[src/include/aof_pkg.sv]
/*
 holds the word width, codes, strobe timing and reset values for the output formatter.
 assumes a single converter clock drives every consumer of these constants.
*/
// Behaviour
// - each result leaves as a 16-bit two's complement word.
// - above positive full scale the word saturates to 7FFFh and the flag rises.
// - below negative full scale the word saturates to 8000h and the flag rises.
// - the flag stays high while the input remains out of range.
// - the flag rises only at the strobe falling edge for an overrange word.
// - the flag clears at a strobe falling edge once the code is back in range.
// - a fresh word is signalled by driving the strobe from high to low.
package aof_pkg;
  localparam int              DATA_W       = 16;
  localparam int              RAW_W        = 20;
  localparam logic [15:0]     CODE_POS_MAX = 16'h7FFF;
  localparam logic [15:0]     CODE_NEG_MAX = 16'h8000;
  localparam logic [15:0]     WORD_RST     = 16'h0000;
  localparam int              FIFO_DEPTH   = 8;
  localparam int              STROBE_HIGH_CYC = 1;
  localparam int              STROBE_PERIOD_CYC = 8;
endpackage : aof_pkg

[src/rtl/aof_top.sv]
/*
 output formatter: saturates raw filter results to 16-bit two's complement words,
 flags overrange, buffers words in a fifo and presents them with a falling strobe.
 assumes the raw result source is on i_clk and is stalled by o_raw_ready.
*/
`timescale 1ns/1ps

module aof_fifo #(
  parameter int WIDTH = 17,
  parameter int DEPTH = 8
) (
  input  wire logic             i_clk,
  input  wire logic             i_sys_rst,
  input  wire logic             i_in_valid,
  output logic                  o_in_ready,
  input  wire logic [WIDTH-1:0] i_in_data,
  output logic                  o_out_valid,
  input  wire logic             i_out_ready,
  output logic [WIDTH-1:0]      o_out_data
);
  localparam int AW = $clog2(DEPTH);
  logic [WIDTH-1:0] mem_reg [DEPTH];
  logic [AW-1:0]    wr_ptr_reg;
  logic [AW-1:0]    rd_ptr_reg;
  logic [AW:0]      count_reg;
  logic [AW:0]      count_next;
  logic             in_ready_reg;
  logic             push;
  logic             pop;

  // ready leaves from a flop; it falls on the edge that stores the last free word
  assign o_in_ready  = in_ready_reg;
  assign count_next  = count_reg + (AW+1)'(push) - (AW+1)'(pop);
  assign o_out_valid = (count_reg != '0);
  assign o_out_data  = mem_reg[rd_ptr_reg];
  assign push        = i_in_valid && o_in_ready;
  assign pop         = o_out_valid && i_out_ready;

  always_ff @(posedge i_clk) begin
    if (push) begin
      mem_reg[wr_ptr_reg] <= i_in_data;
    end
  end

  always_ff @(posedge i_clk or posedge i_sys_rst) begin
    if (i_sys_rst) begin
      wr_ptr_reg <= '0;
      rd_ptr_reg <= '0;
      count_reg  <= '0;
      in_ready_reg <= 1'b1;
    end else begin
      if (push) begin
        wr_ptr_reg <= (wr_ptr_reg == AW'(DEPTH-1)) ? '0 : wr_ptr_reg + 1'b1;
      end
      if (pop) begin
        rd_ptr_reg <= (rd_ptr_reg == AW'(DEPTH-1)) ? '0 : rd_ptr_reg + 1'b1;
      end
      count_reg    <= count_next;
      in_ready_reg <= (count_next != (AW+1)'(DEPTH));
    end
  end

  AST_READY_MATCHES_ROOM: assert property (@(posedge i_clk) disable iff (i_sys_rst)
    o_in_ready == (count_reg != (AW+1)'(DEPTH)))
    else $error("fifo ready disagrees with fill level");
endmodule : aof_fifo

module aof_top (
  input  wire logic                 i_clk,
  input  wire logic                 i_sys_rst,
  input  wire logic                 i_raw_valid,
  input  wire logic signed [aof_pkg::RAW_W-1:0] i_raw_data,
  output logic                      o_raw_ready,
  output logic [aof_pkg::DATA_W-1:0] o_word,
  output logic                      o_range_exceeded_flag,
  output logic                      o_new_word_strobe_n
);
  import aof_pkg::*;

  typedef enum logic [1:0] {ST_IDLE, ST_HIGH, ST_LOW} aof_state_t;

  localparam logic signed [RAW_W-1:0] RAW_POS = RAW_W'(signed'(CODE_POS_MAX));
  localparam logic signed [RAW_W-1:0] RAW_NEG = {{(RAW_W-DATA_W){1'b1}}, CODE_NEG_MAX};

  aof_state_t        state_reg;
  logic [3:0]        cnt_reg;
  logic [DATA_W:0]   fmt_word;
  logic              fifo_valid;
  logic              fifo_pop;
  logic [DATA_W:0]   fifo_data;

  function automatic logic [DATA_W:0] aof_saturate(input logic signed [RAW_W-1:0] raw);
    if (raw > RAW_POS) begin
      aof_saturate = {1'b1, CODE_POS_MAX};
    end else if (raw < RAW_NEG) begin
      aof_saturate = {1'b1, CODE_NEG_MAX};
    end else begin
      aof_saturate = {1'b0, raw[DATA_W-1:0]};
    end
  endfunction : aof_saturate

  assign fmt_word = aof_saturate(i_raw_data);

  aof_fifo #(.WIDTH(DATA_W+1), .DEPTH(FIFO_DEPTH)) u_fifo (
    .i_clk       (i_clk),
    .i_sys_rst   (i_sys_rst),
    .i_in_valid  (i_raw_valid),
    .o_in_ready  (o_raw_ready),
    .i_in_data   (fmt_word),
    .o_out_valid (fifo_valid),
    .i_out_ready (fifo_pop),
    .o_out_data  (fifo_data)
  );

  // a new word may fall only after the strobe has stood high and the period elapsed
  assign fifo_pop = fifo_valid && (state_reg == ST_HIGH) && (cnt_reg == 4'(STROBE_HIGH_CYC - 1));

  always_ff @(posedge i_clk or posedge i_sys_rst) begin
    if (i_sys_rst) begin
      state_reg <= ST_IDLE;
      cnt_reg   <= '0;
    end else begin
      unique case (state_reg)
        ST_IDLE: begin
          state_reg <= ST_HIGH;
          cnt_reg   <= '0;
        end
        ST_HIGH: begin
          if (fifo_pop) begin
            state_reg <= ST_LOW;
            cnt_reg   <= 4'(STROBE_HIGH_CYC);
          end else if (cnt_reg != 4'(STROBE_HIGH_CYC - 1)) begin
            cnt_reg <= cnt_reg + 1'b1;
          end
        end
        ST_LOW: begin
          if (cnt_reg == 4'(STROBE_PERIOD_CYC - 1)) begin
            state_reg <= ST_HIGH;
            cnt_reg   <= '0;
          end else begin
            cnt_reg <= cnt_reg + 1'b1;
          end
        end
      endcase
    end
  end

  always_ff @(posedge i_clk or posedge i_sys_rst) begin
    if (i_sys_rst) begin
      o_new_word_strobe_n <= 1'b1;
    end else if (fifo_pop) begin
      o_new_word_strobe_n <= 1'b0;
    end else if (state_reg == ST_LOW && cnt_reg == 4'(STROBE_PERIOD_CYC - 1)) begin
      o_new_word_strobe_n <= 1'b1;
    end
  end

  // word and flag load in the one cycle the strobe falls
  always_ff @(posedge i_clk or posedge i_sys_rst) begin
    if (i_sys_rst) begin
      o_word                <= WORD_RST;
      o_range_exceeded_flag <= 1'b0;
    end else if (fifo_pop) begin
      o_word                <= fifo_data[DATA_W-1:0];
      o_range_exceeded_flag <= fifo_data[DATA_W];
    end
  end

  AST_FLAG_AT_FALL: assert property (@(posedge i_clk) disable iff (i_sys_rst)
    $changed(o_range_exceeded_flag) |-> $fell(o_new_word_strobe_n))
    else $error("flag moved without a strobe fall");

  AST_WORD_AT_FALL: assert property (@(posedge i_clk) disable iff (i_sys_rst)
    $changed(o_word) |-> $fell(o_new_word_strobe_n))
    else $error("word moved without a strobe fall");

  AST_POS_SAT: assert property (@(posedge i_clk) disable iff (i_sys_rst)
    (i_raw_valid && i_raw_data > RAW_POS) |-> (fmt_word == {1'b1, CODE_POS_MAX}))
    else $error("positive overrange not saturated");

  AST_NEG_SAT: assert property (@(posedge i_clk) disable iff (i_sys_rst)
    (i_raw_valid && i_raw_data < RAW_NEG) |-> (fmt_word == {1'b1, CODE_NEG_MAX}))
    else $error("negative overrange not saturated");

  AST_IN_RANGE: assert property (@(posedge i_clk) disable iff (i_sys_rst)
    (i_raw_valid && i_raw_data <= RAW_POS && i_raw_data >= RAW_NEG)
      |-> (fmt_word == {1'b0, i_raw_data[DATA_W-1:0]}))
    else $error("in range word altered");

  AST_FLAG_TRACKS: assert property (@(posedge i_clk) disable iff (i_sys_rst)
    fifo_pop |=> (o_range_exceeded_flag == $past(fifo_data[DATA_W])))
    else $error("flag does not follow the presented word");

  AST_FLAG_CLEARS: assert property (@(posedge i_clk) disable iff (i_sys_rst)
    (fifo_pop && !fifo_data[DATA_W]) |=> !o_range_exceeded_flag)
    else $error("flag not cleared for in range word");

  AST_STROBE_LOW: assert property (@(posedge i_clk) disable iff (i_sys_rst)
    $fell(o_new_word_strobe_n) |-> !o_new_word_strobe_n [*7] ##1 o_new_word_strobe_n)
    else $error("strobe low time wrong");

  AST_FALL_NEEDS_WORD: assert property (@(posedge i_clk) disable iff (i_sys_rst)
    $fell(o_new_word_strobe_n) |-> $past(fifo_valid))
    else $error("strobe fell with no word waiting");

  AST_POP_STROBE_HIGH: assert property (@(posedge i_clk) disable iff (i_sys_rst)
    fifo_pop |-> o_new_word_strobe_n)
    else $error("word taken while strobe already low");

  AST_FLAG_HOLDS: assert property (@(posedge i_clk) disable iff (i_sys_rst)
    !fifo_pop |=> $stable(o_range_exceeded_flag))
    else $error("flag moved between words");

  // a raised flag can only sit beside a saturated code
  AST_FLAG_POS_CODE: assert property (@(posedge i_clk) disable iff (i_sys_rst)
    (o_range_exceeded_flag && !o_word[DATA_W-1]) |-> (o_word == CODE_POS_MAX))
    else $error("flagged positive word not at full scale");

  AST_FLAG_NEG_CODE: assert property (@(posedge i_clk) disable iff (i_sys_rst)
    (o_range_exceeded_flag && o_word[DATA_W-1]) |-> (o_word == CODE_NEG_MAX))
    else $error("flagged negative word not at full scale");

endmodule : aof_top

[config.mk]
export PLATFORM = sky130hd
export DESIGN_NAME = aof_top
export DESIGN_NICKNAME = d
export VERILOG_FILES = /design/src/include/aof_pkg.sv /design/src/rtl/aof_top.sv
export SDC_FILE = /design/constraint.sdc
export NUM_CORES = 1
export LEC_CHECK = 0
export BUFFER_PORTS_ARGS = -buffer_cell sky130_fd_sc_hd__buf_2
export CAP_MARGIN = 10
export CORE_MARGIN = 2
export CORE_UTILIZATION = 35
export CTS_CLUSTER_SIZE = 16
export DETAILED_ROUTE_END_ITERATION = 6
export PLACE_DENSITY = 0.61
export SETUP_SLACK_MARGIN = 0.2
export SLEW_MARGIN = 10
export SYNTH_ARGS = -nofsm -noshare
export SYNTH_HDL_FRONTEND = slang
export SYNTH_SLANG_ARGS = --single-unit
export TNS_END_PERCENT = 20
[constraint.sdc]
create_clock -name i_clk -period 3.8 [get_ports i_clk]
set_input_delay 1.14 -clock i_clk [delete_from_list [all_inputs] [get_ports i_clk]]
set_output_delay 1.14 -clock i_clk [all_outputs]
set_load 0.03 [all_outputs]
==> metrics.cfg, run 1 <==
[sta]
fin_crit_ns = 2.77
final_hold_viol_count = 0
fin_skew_ns = 0.00637
tns_ns = 0
finalSetupViolCount = 0
hold_ws_ns = 0.518
fmax_mhz = 361
post-route-period-util_pct = 72.8
slew_headroom_pct = 24.6
worst_pin_slew_ns = 1.13
rsz0062_at_grt = false
slew_viol_final = 0

[worst_setup_path]
cp_cell_sequence = inv_1, ha_1, or3b_4, nor2b_4, ha_1, inv_1, ha_1, inv_1, fa_1, inv_1, or4b_1
critical_path_class = reg -> reg
arrival_ns = 3.10
worstSetupEndpointType = register
slowest_stage = or4b_1
crit_required_ns = 4.13
cp_num_buf_inv = 4
crit_family = adder cells
cp.depth = 11
crit_fanout = 3
slowest_delay_ns = 0.52
ff2ff_path_depth = 11
crit_top_cell = inv_1
cp-start-kind = register

[grt]
grt_usage_pct = 13.5
grt_pass1_vias = 3651
grt_first_pass_wirelength_mm = 21.2
grt_overflow = 0
antenna_found_initial = 0
grt_start_max_net_pins = 42

[logic_synthesis]
yosysTopAreaCell = edfxtp_1
synth_ff_type = edfxtp_1
synth_area_leaders = edfxtp_1, dfrtp_1, mux4_1, mux4_2, mux2i_1
synth_top_cells_by_count = edfxtp_1, dfrtp_1, mux4_1, nor2_1, a21oi_1
post-synth-top-count-cell = edfxtp_1
synth_edf_count = 136
yosys_warnings = 0
syn_avg_cell_area_um2 = 18.5
postSynthCellCount = 379
synth_top_cell_area_share_pct = 58.3
ys_seq_area_share_pct = 70.9
synth_seq_cells = 171
syn_nets = 416
netlist_area_um2 = 7000
synth_cell_types = 36
synth-async-reset-ratio_pct = 20.5

[pwr]
leakage_nw = 2.98
peakVddDrop_v = 0.000305
p_per_area_nw_per_um2 = 790

[drt]
first_iter_violations = 256
wl_met1_mm = 5.90
top_layer_used = met4
drc_errors = 0
viasPerCell = 4.96
antenna_left = 0
wl_met2_mm = 7.09
drt_pre_antenna_iters = 4
wl_met3_um = 368
via_count = 3531
routed_wirelength_mm = 13.6
wire_per_inst_um = 19.2

[clock_network]
cts_buffers = 17
cts_setup_buffers = 0
post_cts_resized = 0
cts.sinks = 171
cts_max_path_buffers = 2
cts_tree = yes
cts_root_buf = clkbuf_16
clk_latency_ns = 0.42
clkSlewWorstSetupHoldPaths_ns = 0.06
cts_hold_buf = 0
cts_max_level = 4

[final_layout]
drive_gt1_share_pct = 24.4
layout.nets = 471
area_delta_synth_final_pct = 17.0
antenna_cells = 0
largest_reg_flops = 136

[floorplanning]
num_rows = 51
die_h_um = 145
start_util_pct = 35.8
dieWidth_um = 145
core_area_um2 = 19500
io_pins = 42
die-area_um2 = 21100

[place]
gp_congestion = 0.713
io_buffers = 41
hpwl_mm = 7.96

[hold_path]
hp-class = reg -> reg
hold_depth = 2

[job]
timing.max_cap.violations = 0

[status]
status = finished clean

==> final timing paths <==
check	slack, ns	endpoint	from
setup reg to reg	1.03	u_fifo.o_in_ready	u_fifo.count_reg[2]
hold / removal	0.52	o_new_word_strobe_n	o_new_word_strobe_n
setup / recovery	1.03	u_fifo.o_in_ready	u_fifo.count_reg[2]
min in group asynchronous	0.88	u_fifo.wr_ptr_reg[0]	i_sys_rst
hold reg to reg	0.52	o_new_word_strobe_n	o_new_word_strobe_n
max in group asynchronous	2.05	o_new_word_strobe_n	i_sys_rst
==> kinds of logic after synthesis <==
family,count (synthesis),synth area share (%)
xor+xnor,4,0.501
buf+inv,34,2.61
flops,171,70.9
simple gates,54,3.90
fa+ha+maj,14,2.61
compound gates,48,4.29
mux,54,15.2
==> cell type report <==
| type | count | area [µm²] |
|---|---|---|
| sequential | 171 | 4960 |
| inverter | 16 | 60.1 |
| clock buffer | 17 | 425 |
| clock inverter | 15 | 223 |
| fill | 1756 | 11300 |
| multi-input combinational | 174 | 1880 |
| timing repair buffer | 54 | 303 |
| tap | 265 | 332 |
==> routing by layer <==
metal	GRT usage (%)	up-vias
met5	0	-
met4	5.44	0
met3	2.82	17
met2	23.9	63
met1	16.3	1846
li1	-	1605
==> metrics by stage <==
stage	instance area, µm²	setup WS, ns	power, mW	instances	utilization (%)
3_3_place_gp	7540	0.869	4.62	680	38.6
6_report	8190	1.03	6.47	712	41.9
5_1_grt	8190	0.877	6.84	712	41.9
2_1_floorplan	7000	0.372	4.17	379	-
4_1_cts	8190	1.01	6.56	712	41.9
3_5_place_dp	7540	0.803	4.68	680	38.6
==> power by group <==
part / internal, mW / total (mW) / switching [mW]
combinational: 0.829 / 1.82 / 0.996
clock: 1.17 / 1.86 / 0.698
sequential: 2.42 / 2.78 / 0.357
total: 4.42 / 6.47 / 2.05
==> cells in the final DEF (no fill, tap or decap), types with 4 or more instances in the layout <==
cell / Yosys / routed
mux4_1: 25 / 25
nor2_1: 25 / 25
edfxtp_1: 136 / 136
dfrtp_1: 33 / 31
inv_1: 16 / 16
clkbuf_16: 0 / 17
bufinv_16: 0 / 5
o21ai_0: 6 / 6
a21oi_1: 20 / 20
mux2i_1: 17 / 17
clkinvlp_4: 0 / 4
ha_1: 13 / 13
buf_2: 8 / 41
o21a_1: 16 / 16
mux4_2: 9 / 9
buf_4: 0 / 13
nand2_1: 9 / 9
nor3_2: 0 / 4
==> worst register-to-register path: stages (launching register included) <==
cell     delay [ns]
dfrtp_1        0.36
inv_1          0.07
ha_1           0.14
or3b_4         0.38
nor2b_4        0.14
ha_1           0.28
inv_1          0.05
ha_1           0.15
inv_1          0.06
fa_1           0.48
inv_1          0.05
or4b_1         0.52
(Power assumes the default switching activity.)
==> inputs of run 2 (changes only) <==
- ABC_AREA: not set -> 1
- clock period: 3.8 -> 2.67 ns (I/O delays scaled with it)
==> metrics.cfg, run 2 <==
[logic_synthesis]
netlist_area_um2 = 7400  ; +5.8%
syn_avg_cell_area_um2 = 10.4  ; -44%
yosysTopAreaCell = edfxtp_1
synth_top_cell_area_share_pct = 55.2  ; -3.2 points
synth_ff_type = edfxtp_1
synth_edf_count = 136  ; unchanged
synth_area_leaders = edfxtp_1, nand2_1, dfrtp_1, nand3_1, inv_1
synth-async-reset-ratio_pct = 20.5  ; unchanged
synth_seq_cells = 171  ; unchanged
synth_top_cells_by_count = nand2_1, edfxtp_1, nand3_1
post-synth-top-count-cell = nand2_1
ys_seq_area_share_pct = 67.0  ; -3.9 points
postSynthCellCount = 714  ; +88%
synth_cell_types = 30  ; -17%
yosys_warnings = 0  ; unchanged
syn_nets = 751  ; +81%

[clock_network]
cts_max_level = 4  ; unchanged
cts_max_path_buffers = 2  ; unchanged
clkSlewWorstSetupHoldPaths_ns = 0.07  ; about the same
cts_buffers = 17  ; unchanged
cts_tree = yes
cts_root_buf = clkbuf_16
cts_hold_buf = 0  ; unchanged
clk_latency_ns = 0.43  ; about the same
cts.sinks = 171  ; unchanged

[worst_setup_path]
arrival_ns = 2.70  ; -0.40 ns
slowest_stage = fa_1
crit_family = adder cells
crit_top_cell = inv_1
ff2ff_setup_slack_ns = 0.32  ; -0.71 ns
crit_fanout = 4  ; +1
crit_required_ns = 3.02  ; -1.11 ns
ff2ff_path_depth = 14  ; +3
timing.rr.start = cnt_reg[1]
slowest_delay_ns = 0.51  ; about the same
worstSetupEndpointType = register
critical_path_class = reg -> reg
cp_cell_sequence = inv_1, ha_4, nand2_2, nor2_4, nand2_2, inv_2, ha_1, inv_1, ha_2, inv_1, fa_1, inv_1, nor3_2, nand3_1
cp_num_buf_inv = 5  ; +1
r2r-end = u_fifo.o_in_ready
cp-start-kind = register

[sta]
fin_skew_ns = 0.0122  ; +0.00586 ns
post-route-period-util_pct = 88.1  ; +15 points
slew_headroom_pct = 47.5  ; +23 points
fin_crit_ns = 2.35  ; -0.415 ns
fmax_mhz = 425  ; +18%
slew_viol_final = 0  ; unchanged
finalWorstSetupSlack_ns = 0.318  ; -0.715 ns
finalSetupViolCount = 0  ; unchanged
worst_pin_slew_ns = 0.788  ; -0.343 ns
final_hold_viol_count = 0  ; unchanged
tns_ns = 0  ; unchanged
rsz0062_at_grt = false

[place]
gp_congestion = 0.755  ; +5.9%
dp_cells = 1019  ; +50%
hpwl_mm = 9.24  ; +16%
io_buffers = 41  ; unchanged
dp_slack_ns = 0.280  ; -0.524 ns

[grt]
grt_pass1_vias = 4678  ; +28%
grt_usage_pct = 15.7  ; +2.1 points
grt_start_max_net_pins = 70  ; +67%
grt_overflow = 0  ; unchanged
grt_first_pass_wirelength_mm = 25.8  ; +22%
antenna_found_initial = 0  ; unchanged

[status]
status = finished clean

[pwr]
peakVddDrop_v = 0.000601  ; +97%
clkPwrFrac_pct = 24.8  ; -4.0 points
internal_power_mw = 5.82  ; +32%
power_switching_mw = 3.84  ; +87%
p_per_area_nw_per_um2 = 1130  ; +43%
switching_share_pct = 39.8  ; +8.1 points
leakage_nw = 3.66  ; +23%
power.share.sequential_pct = 37.9  ; -5.1 points
p_comb_share_pct = 37.3  ; +9.1 points

[drt]
wire_per_inst_um = 15.6  ; -18%
drc_errors = 0  ; unchanged
first_iter_violations = 417  ; +63%
drt_pre_antenna_iters = 5  ; +1
antenna_left = 0  ; unchanged
viasPerCell = 4.60  ; -7.3%
routed_wirelength_mm = 16.5  ; +21%
via_count = 4839  ; +37%

[floorplanning]
start_util_pct = 35.4  ; -0.41 points
io_pins = 42  ; unchanged
die_h_um = 149  ; +2.8%
die-area_um2 = 22300  ; +5.6%
num_rows = 53  ; +3.9%
core_area_um2 = 20900  ; +7.0%
dieWidth_um = 149  ; +2.8%

[final_layout]
drive_gt1_share_pct = 16.2  ; -8.2 points
layout_common_cells = nand2_1, edfxtp_1, nand3_1
largest_reg_flops = 136  ; unchanged
area_delta_synth_final_pct = 15.7
fin_cells = 1053  ; +48%
layout.nets = 802  ; +70%
mostFrequentLayoutCell = nand2_1
antenna_cells = 0  ; unchanged

[hold_path]
hp-class = in -> async

[job]
timing.max_cap.violations = 0  ; unchanged

run 2: kinds of logic after synthesis:
kind of cell | Yosys count | synth area share (%)
AND/OR/NAND/NOR | 400 | 21.9
flip-flops | 171 | 67.0
buffers and inverters | 99 | 6.20
AO/OA/AOI/OAI | 27 | 2.03
adder cells (fa/ha/maj) | 14 | 2.47
XOR/XNOR | 3 | 0.355
run 2: worst max path at each step:
stage / start / end / slack, ns / depth (start not counted)
CTS: cnt_reg[0] / u_fifo.o_in_ready / 0.24 / 14
finish: cnt_reg[1] / u_fifo.o_in_ready / 0.32 / 14
global placement: cnt_reg[0] / u_fifo.o_in_ready / 0.34 / 14
global route: cnt_reg[1] / u_fifo.o_in_ready / 0.17 / 14
floorplan: cnt_reg[0] / u_fifo.o_in_ready / 0.25 / 15
detailed placement: cnt_reg[0] / u_fifo.o_in_ready / 0.28 / 14
run 2: repair_timing:
action / 4_1_cts / 5_1_grt
endpoints found under the setup margin: 0 / 1
endpoints found under the hold margin: 0 / 0
buffers inserted: 0 / 2
resized for setup: 0 / 13
run 2: final cells by class:
class                      count  area (µm²)
clock inverter                14         144
tap                          275         344
sequential                   171        4960
inverter                      67         251
multi-input combinational    444        2050
fill                        2017       12300
clock buffer                  18         429
timing repair buffer          64         378
run 2: power by group through the flow:
stage	registers, mW	logic, mW	clock network, mW
final	3.66	3.61	2.39
after global routing	3.72	4.10	2.54
after CTS	3.66	3.52	2.43
after global placement	3.70	3.47	0
after detailed placement	3.71	3.50	0
after floorplan	3.90	2.37	0
run 2: per-stage QoR:
step | utilization [%] | cell area [µm²] | power, mW | hold slack [ns]
final | 41.0 | 8560 | 9.66 | 0.478
after global routing | 41.0 | 8560 | 10.4 | 0.509
after CTS | 40.7 | 8500 | 9.62 | 0.482
after detailed placement | 37.9 | 7920 | 7.21 | 0.461
after global placement | 37.9 | 7920 | 7.17 | 0.462
after floorplan | - | 7400 | 6.28 | 0.475
run 2: routing by layer:
| metal | part of all wire (%) | GRT usage (%) |
|---|---|---|
| met4 | 1.4 | 5.95 |
| met5 | 0 | 0 |
| met3 | 5.5 | 3.02 |
| met1 | 46 | 21.3 |
| met2 | 47 | 25.0 |
run 2: tightest hold or removal path, delay by kind of cell:
family | cells | cell delay (ns)
buffers and inverters | 3 | 0.55
==> inputs of run 3 (changes only) <==
- ABC_AREA: 1 -> not set
==> metrics.cfg, run 3 (same netlist as run 1, synthesis figures left out) <==
[status]
status = finished clean

[final_layout]
antenna_cells = 0  ; unchanged
seqCellArea_um2 = 4960  ; unchanged
mostFrequentLayoutCell = edfxtp_1
largest_reg_flops = 136  ; unchanged
layout.nets = 480  ; -40%
fill_cells = 1718  ; -15%
layout_common_cells = edfxtp_1, buf_2, dfrtp_1
multi_input_area_um2 = 1940  ; -5.2%
area_delta_synth_final_pct = 18.1
drive_gt1_share_pct = 27.2  ; +11 points
postLayoutCoreUtil_pct = 42.3  ; +1.4 points
fin_cells = 721  ; -32%

[sta]
finalSetupViolCount = 0  ; unchanged
final_hold_viol_count = 0  ; unchanged
fin_crit_ns = 2.61  ; +0.255 ns
fmax_mhz = 384  ; -9.8%
post-route-period-util_pct = 97.6  ; +9.5 points
slew_viol_final = 0  ; unchanged
hold_ws_ns = 0.486  ; +0.00784 ns
finalWorstSetupSlack_ns = 0.0630  ; -0.255 ns
fin_skew_ns = 0.00802  ; -0.00420 ns
slew_headroom_pct = 40.2  ; -7.2 points
rsz0062_at_grt = true
worst_pin_slew_ns = 0.895  ; +0.107 ns

[worst_setup_path]
cp-start-kind = register
startpoint = u_fifo.count_reg[3]
critical_path_class = reg -> reg
crit_required_ns = 3.01  ; about the same
slowest_stage = or4b_1
timing.rr.start = u_fifo.count_reg[3]
cp.depth = 11  ; -3
crit_family = simple AND/OR/NAND/NOR gates
r2r-end = u_fifo.o_in_ready
cp_num_buf_inv = 4  ; -1
endpoint = u_fifo.o_in_ready
worstSetupEndpointType = register
cp_cell_sequence = inv_2, ha_4, or3b_4, nor2b_4, ha_4, inv_2, ha_4, inv_2, fa_1, inv_1, or4b_1
slowest_delay_ns = 0.51  ; about the same
crit_fanout = 2  ; -2
arrival_ns = 2.95  ; +0.25 ns
ff2ff_path_depth = 11  ; -3
ff2ff_setup_slack_ns = 0.06  ; -0.25 ns

[pwr]
leakage_nw = 3.00  ; -18%
p_per_area_nw_per_um2 = 1120  ; -0.41%
power.total_mw = 9.29  ; -3.8%
peakVddDrop_v = 0.000445  ; -26%

[job]
timing.max_cap.violations = 0  ; unchanged

[clock_network]
cts_root_buf = clkbuf_16
cts_max_path_buffers = 2  ; unchanged
cts_buffers = 17  ; unchanged
cts_tree = yes
cts.sinks = 171  ; unchanged
clkSlewWorstSetupHoldPaths_ns = 0.06  ; about the same
cts_max_level = 4  ; unchanged
clk_latency_ns = 0.43  ; about the same

[drt]
routed_wirelength_mm = 13.8  ; -16%
drt_pre_antenna_iters = 4  ; -1
antenna_left = 0  ; unchanged
drc_errors = 0  ; unchanged
viasPerCell = 4.99  ; +8.5%
first_iter_violations = 189  ; -55%
wire_per_inst_um = 19.1  ; +22%
via_count = 3595  ; -26%

[place]
dp_slack_ns = -0.0991  ; -0.379 ns
hpwl_mm = 8.10  ; -12%
dp_cells = 687  ; -33%
io_buffers = 41  ; unchanged
gp_congestion = 0.733  ; -3.0%

[grt]
grt_usage_pct = 13.6  ; -2.1 points
antenna_found_initial = 0  ; unchanged
grt_first_pass_wirelength_mm = 21.4  ; -17%
grt_start_max_net_pins = 42  ; -40%
grt_overflow = 0  ; unchanged
grt_pass1_vias = 3869  ; -17%
busiest_layer = met2
met3_usage_pct = 4.11  ; +1.1 points
grt_util_met2_pct = 24.5  ; -0.47 points
use_met1_pct = 14.9  ; -6.4 points

[floorplanning]
die-area_um2 = 21100  ; -5.3%
start_util_pct = 35.8  ; +0.41 points
core_area_um2 = 19500  ; -6.5%
dieWidth_um = 145  ; -2.7%
num_rows = 51  ; -3.8%
io_pins = 42  ; unchanged
die_h_um = 145  ; -2.7%

[hold_path]
hp-class = in -> async

==> run 3: repair_timing <==
action / CTS / global route
endpoints found under the setup margin: 1 / 1
buffers inserted: 0 / 2
pin swaps: 4 / 3
hold buffers: 0 / 0
gates resized for setup: 10 / 1
==> run 3: per-stage QoR <==
stage / instance area [µm²] / setup TNS (ns)
3_3_place_gp: 7610 / -0.0171
2_1_floorplan: 7010 / -2.35
3_5_place_dp: 7610 / -0.0991
4_1_cts: 8250 / 0
6_report: 8270 / 0
5_1_grt: 8270 / -0.0238
==> run 3: worst min-delay path by stage <==
| stage | to | slack [ns] | from |
|---|---|---|---|
| CTS | o_word[10] | 0.50 | i_sys_rst |
| floorplan | state_reg[0] | 0.49 | state_reg[0] |
| global placement | state_reg[0] | 0.51 | state_reg[0] |
| global route | u_fifo.count_reg[0] | 0.52 | i_sys_rst |
| finish | u_fifo.count_reg[2] | 0.49 | i_sys_rst |
| detailed placement | o_word[3] | 0.51 | o_word[3] |
==> run 3: where the power goes <==
group          switching, mW  leakage, nW  internal [mW]
combinational           1.81         1.08           1.39
sequential             0.217         1.65           3.46
clock                  0.969        0.278           1.46
total                   2.99         3.00           6.30
==> run 3: worst reg2reg max path: cells and delay by family (launching register included) <==
kind | cells | cell delay, ns
DFF | 1 | 0.38
adders and majority gates | 4 | 0.92
and+or+nand+nor | 3 | 1.01
buffers and inverters | 4 | 0.21
==> run 3: final cells by class <==
cell class                      instances  area share, %
Inverter                               16          0.727
Clock buffer                           19           5.24
Sequential cell                       171           60.0
Timing Repair Buffer                   63           4.63
Multi-Input combinational cell        174           23.5
Tap cell                              265           4.01
Clock inverter                         13           1.85
==> run 3: per-layer routing <==
metal	vias up	routed length [µm]
li1	1626	-
met3	23	454
met4	0	257
met1	1876	5600
met2	70	7440
met5	-	0
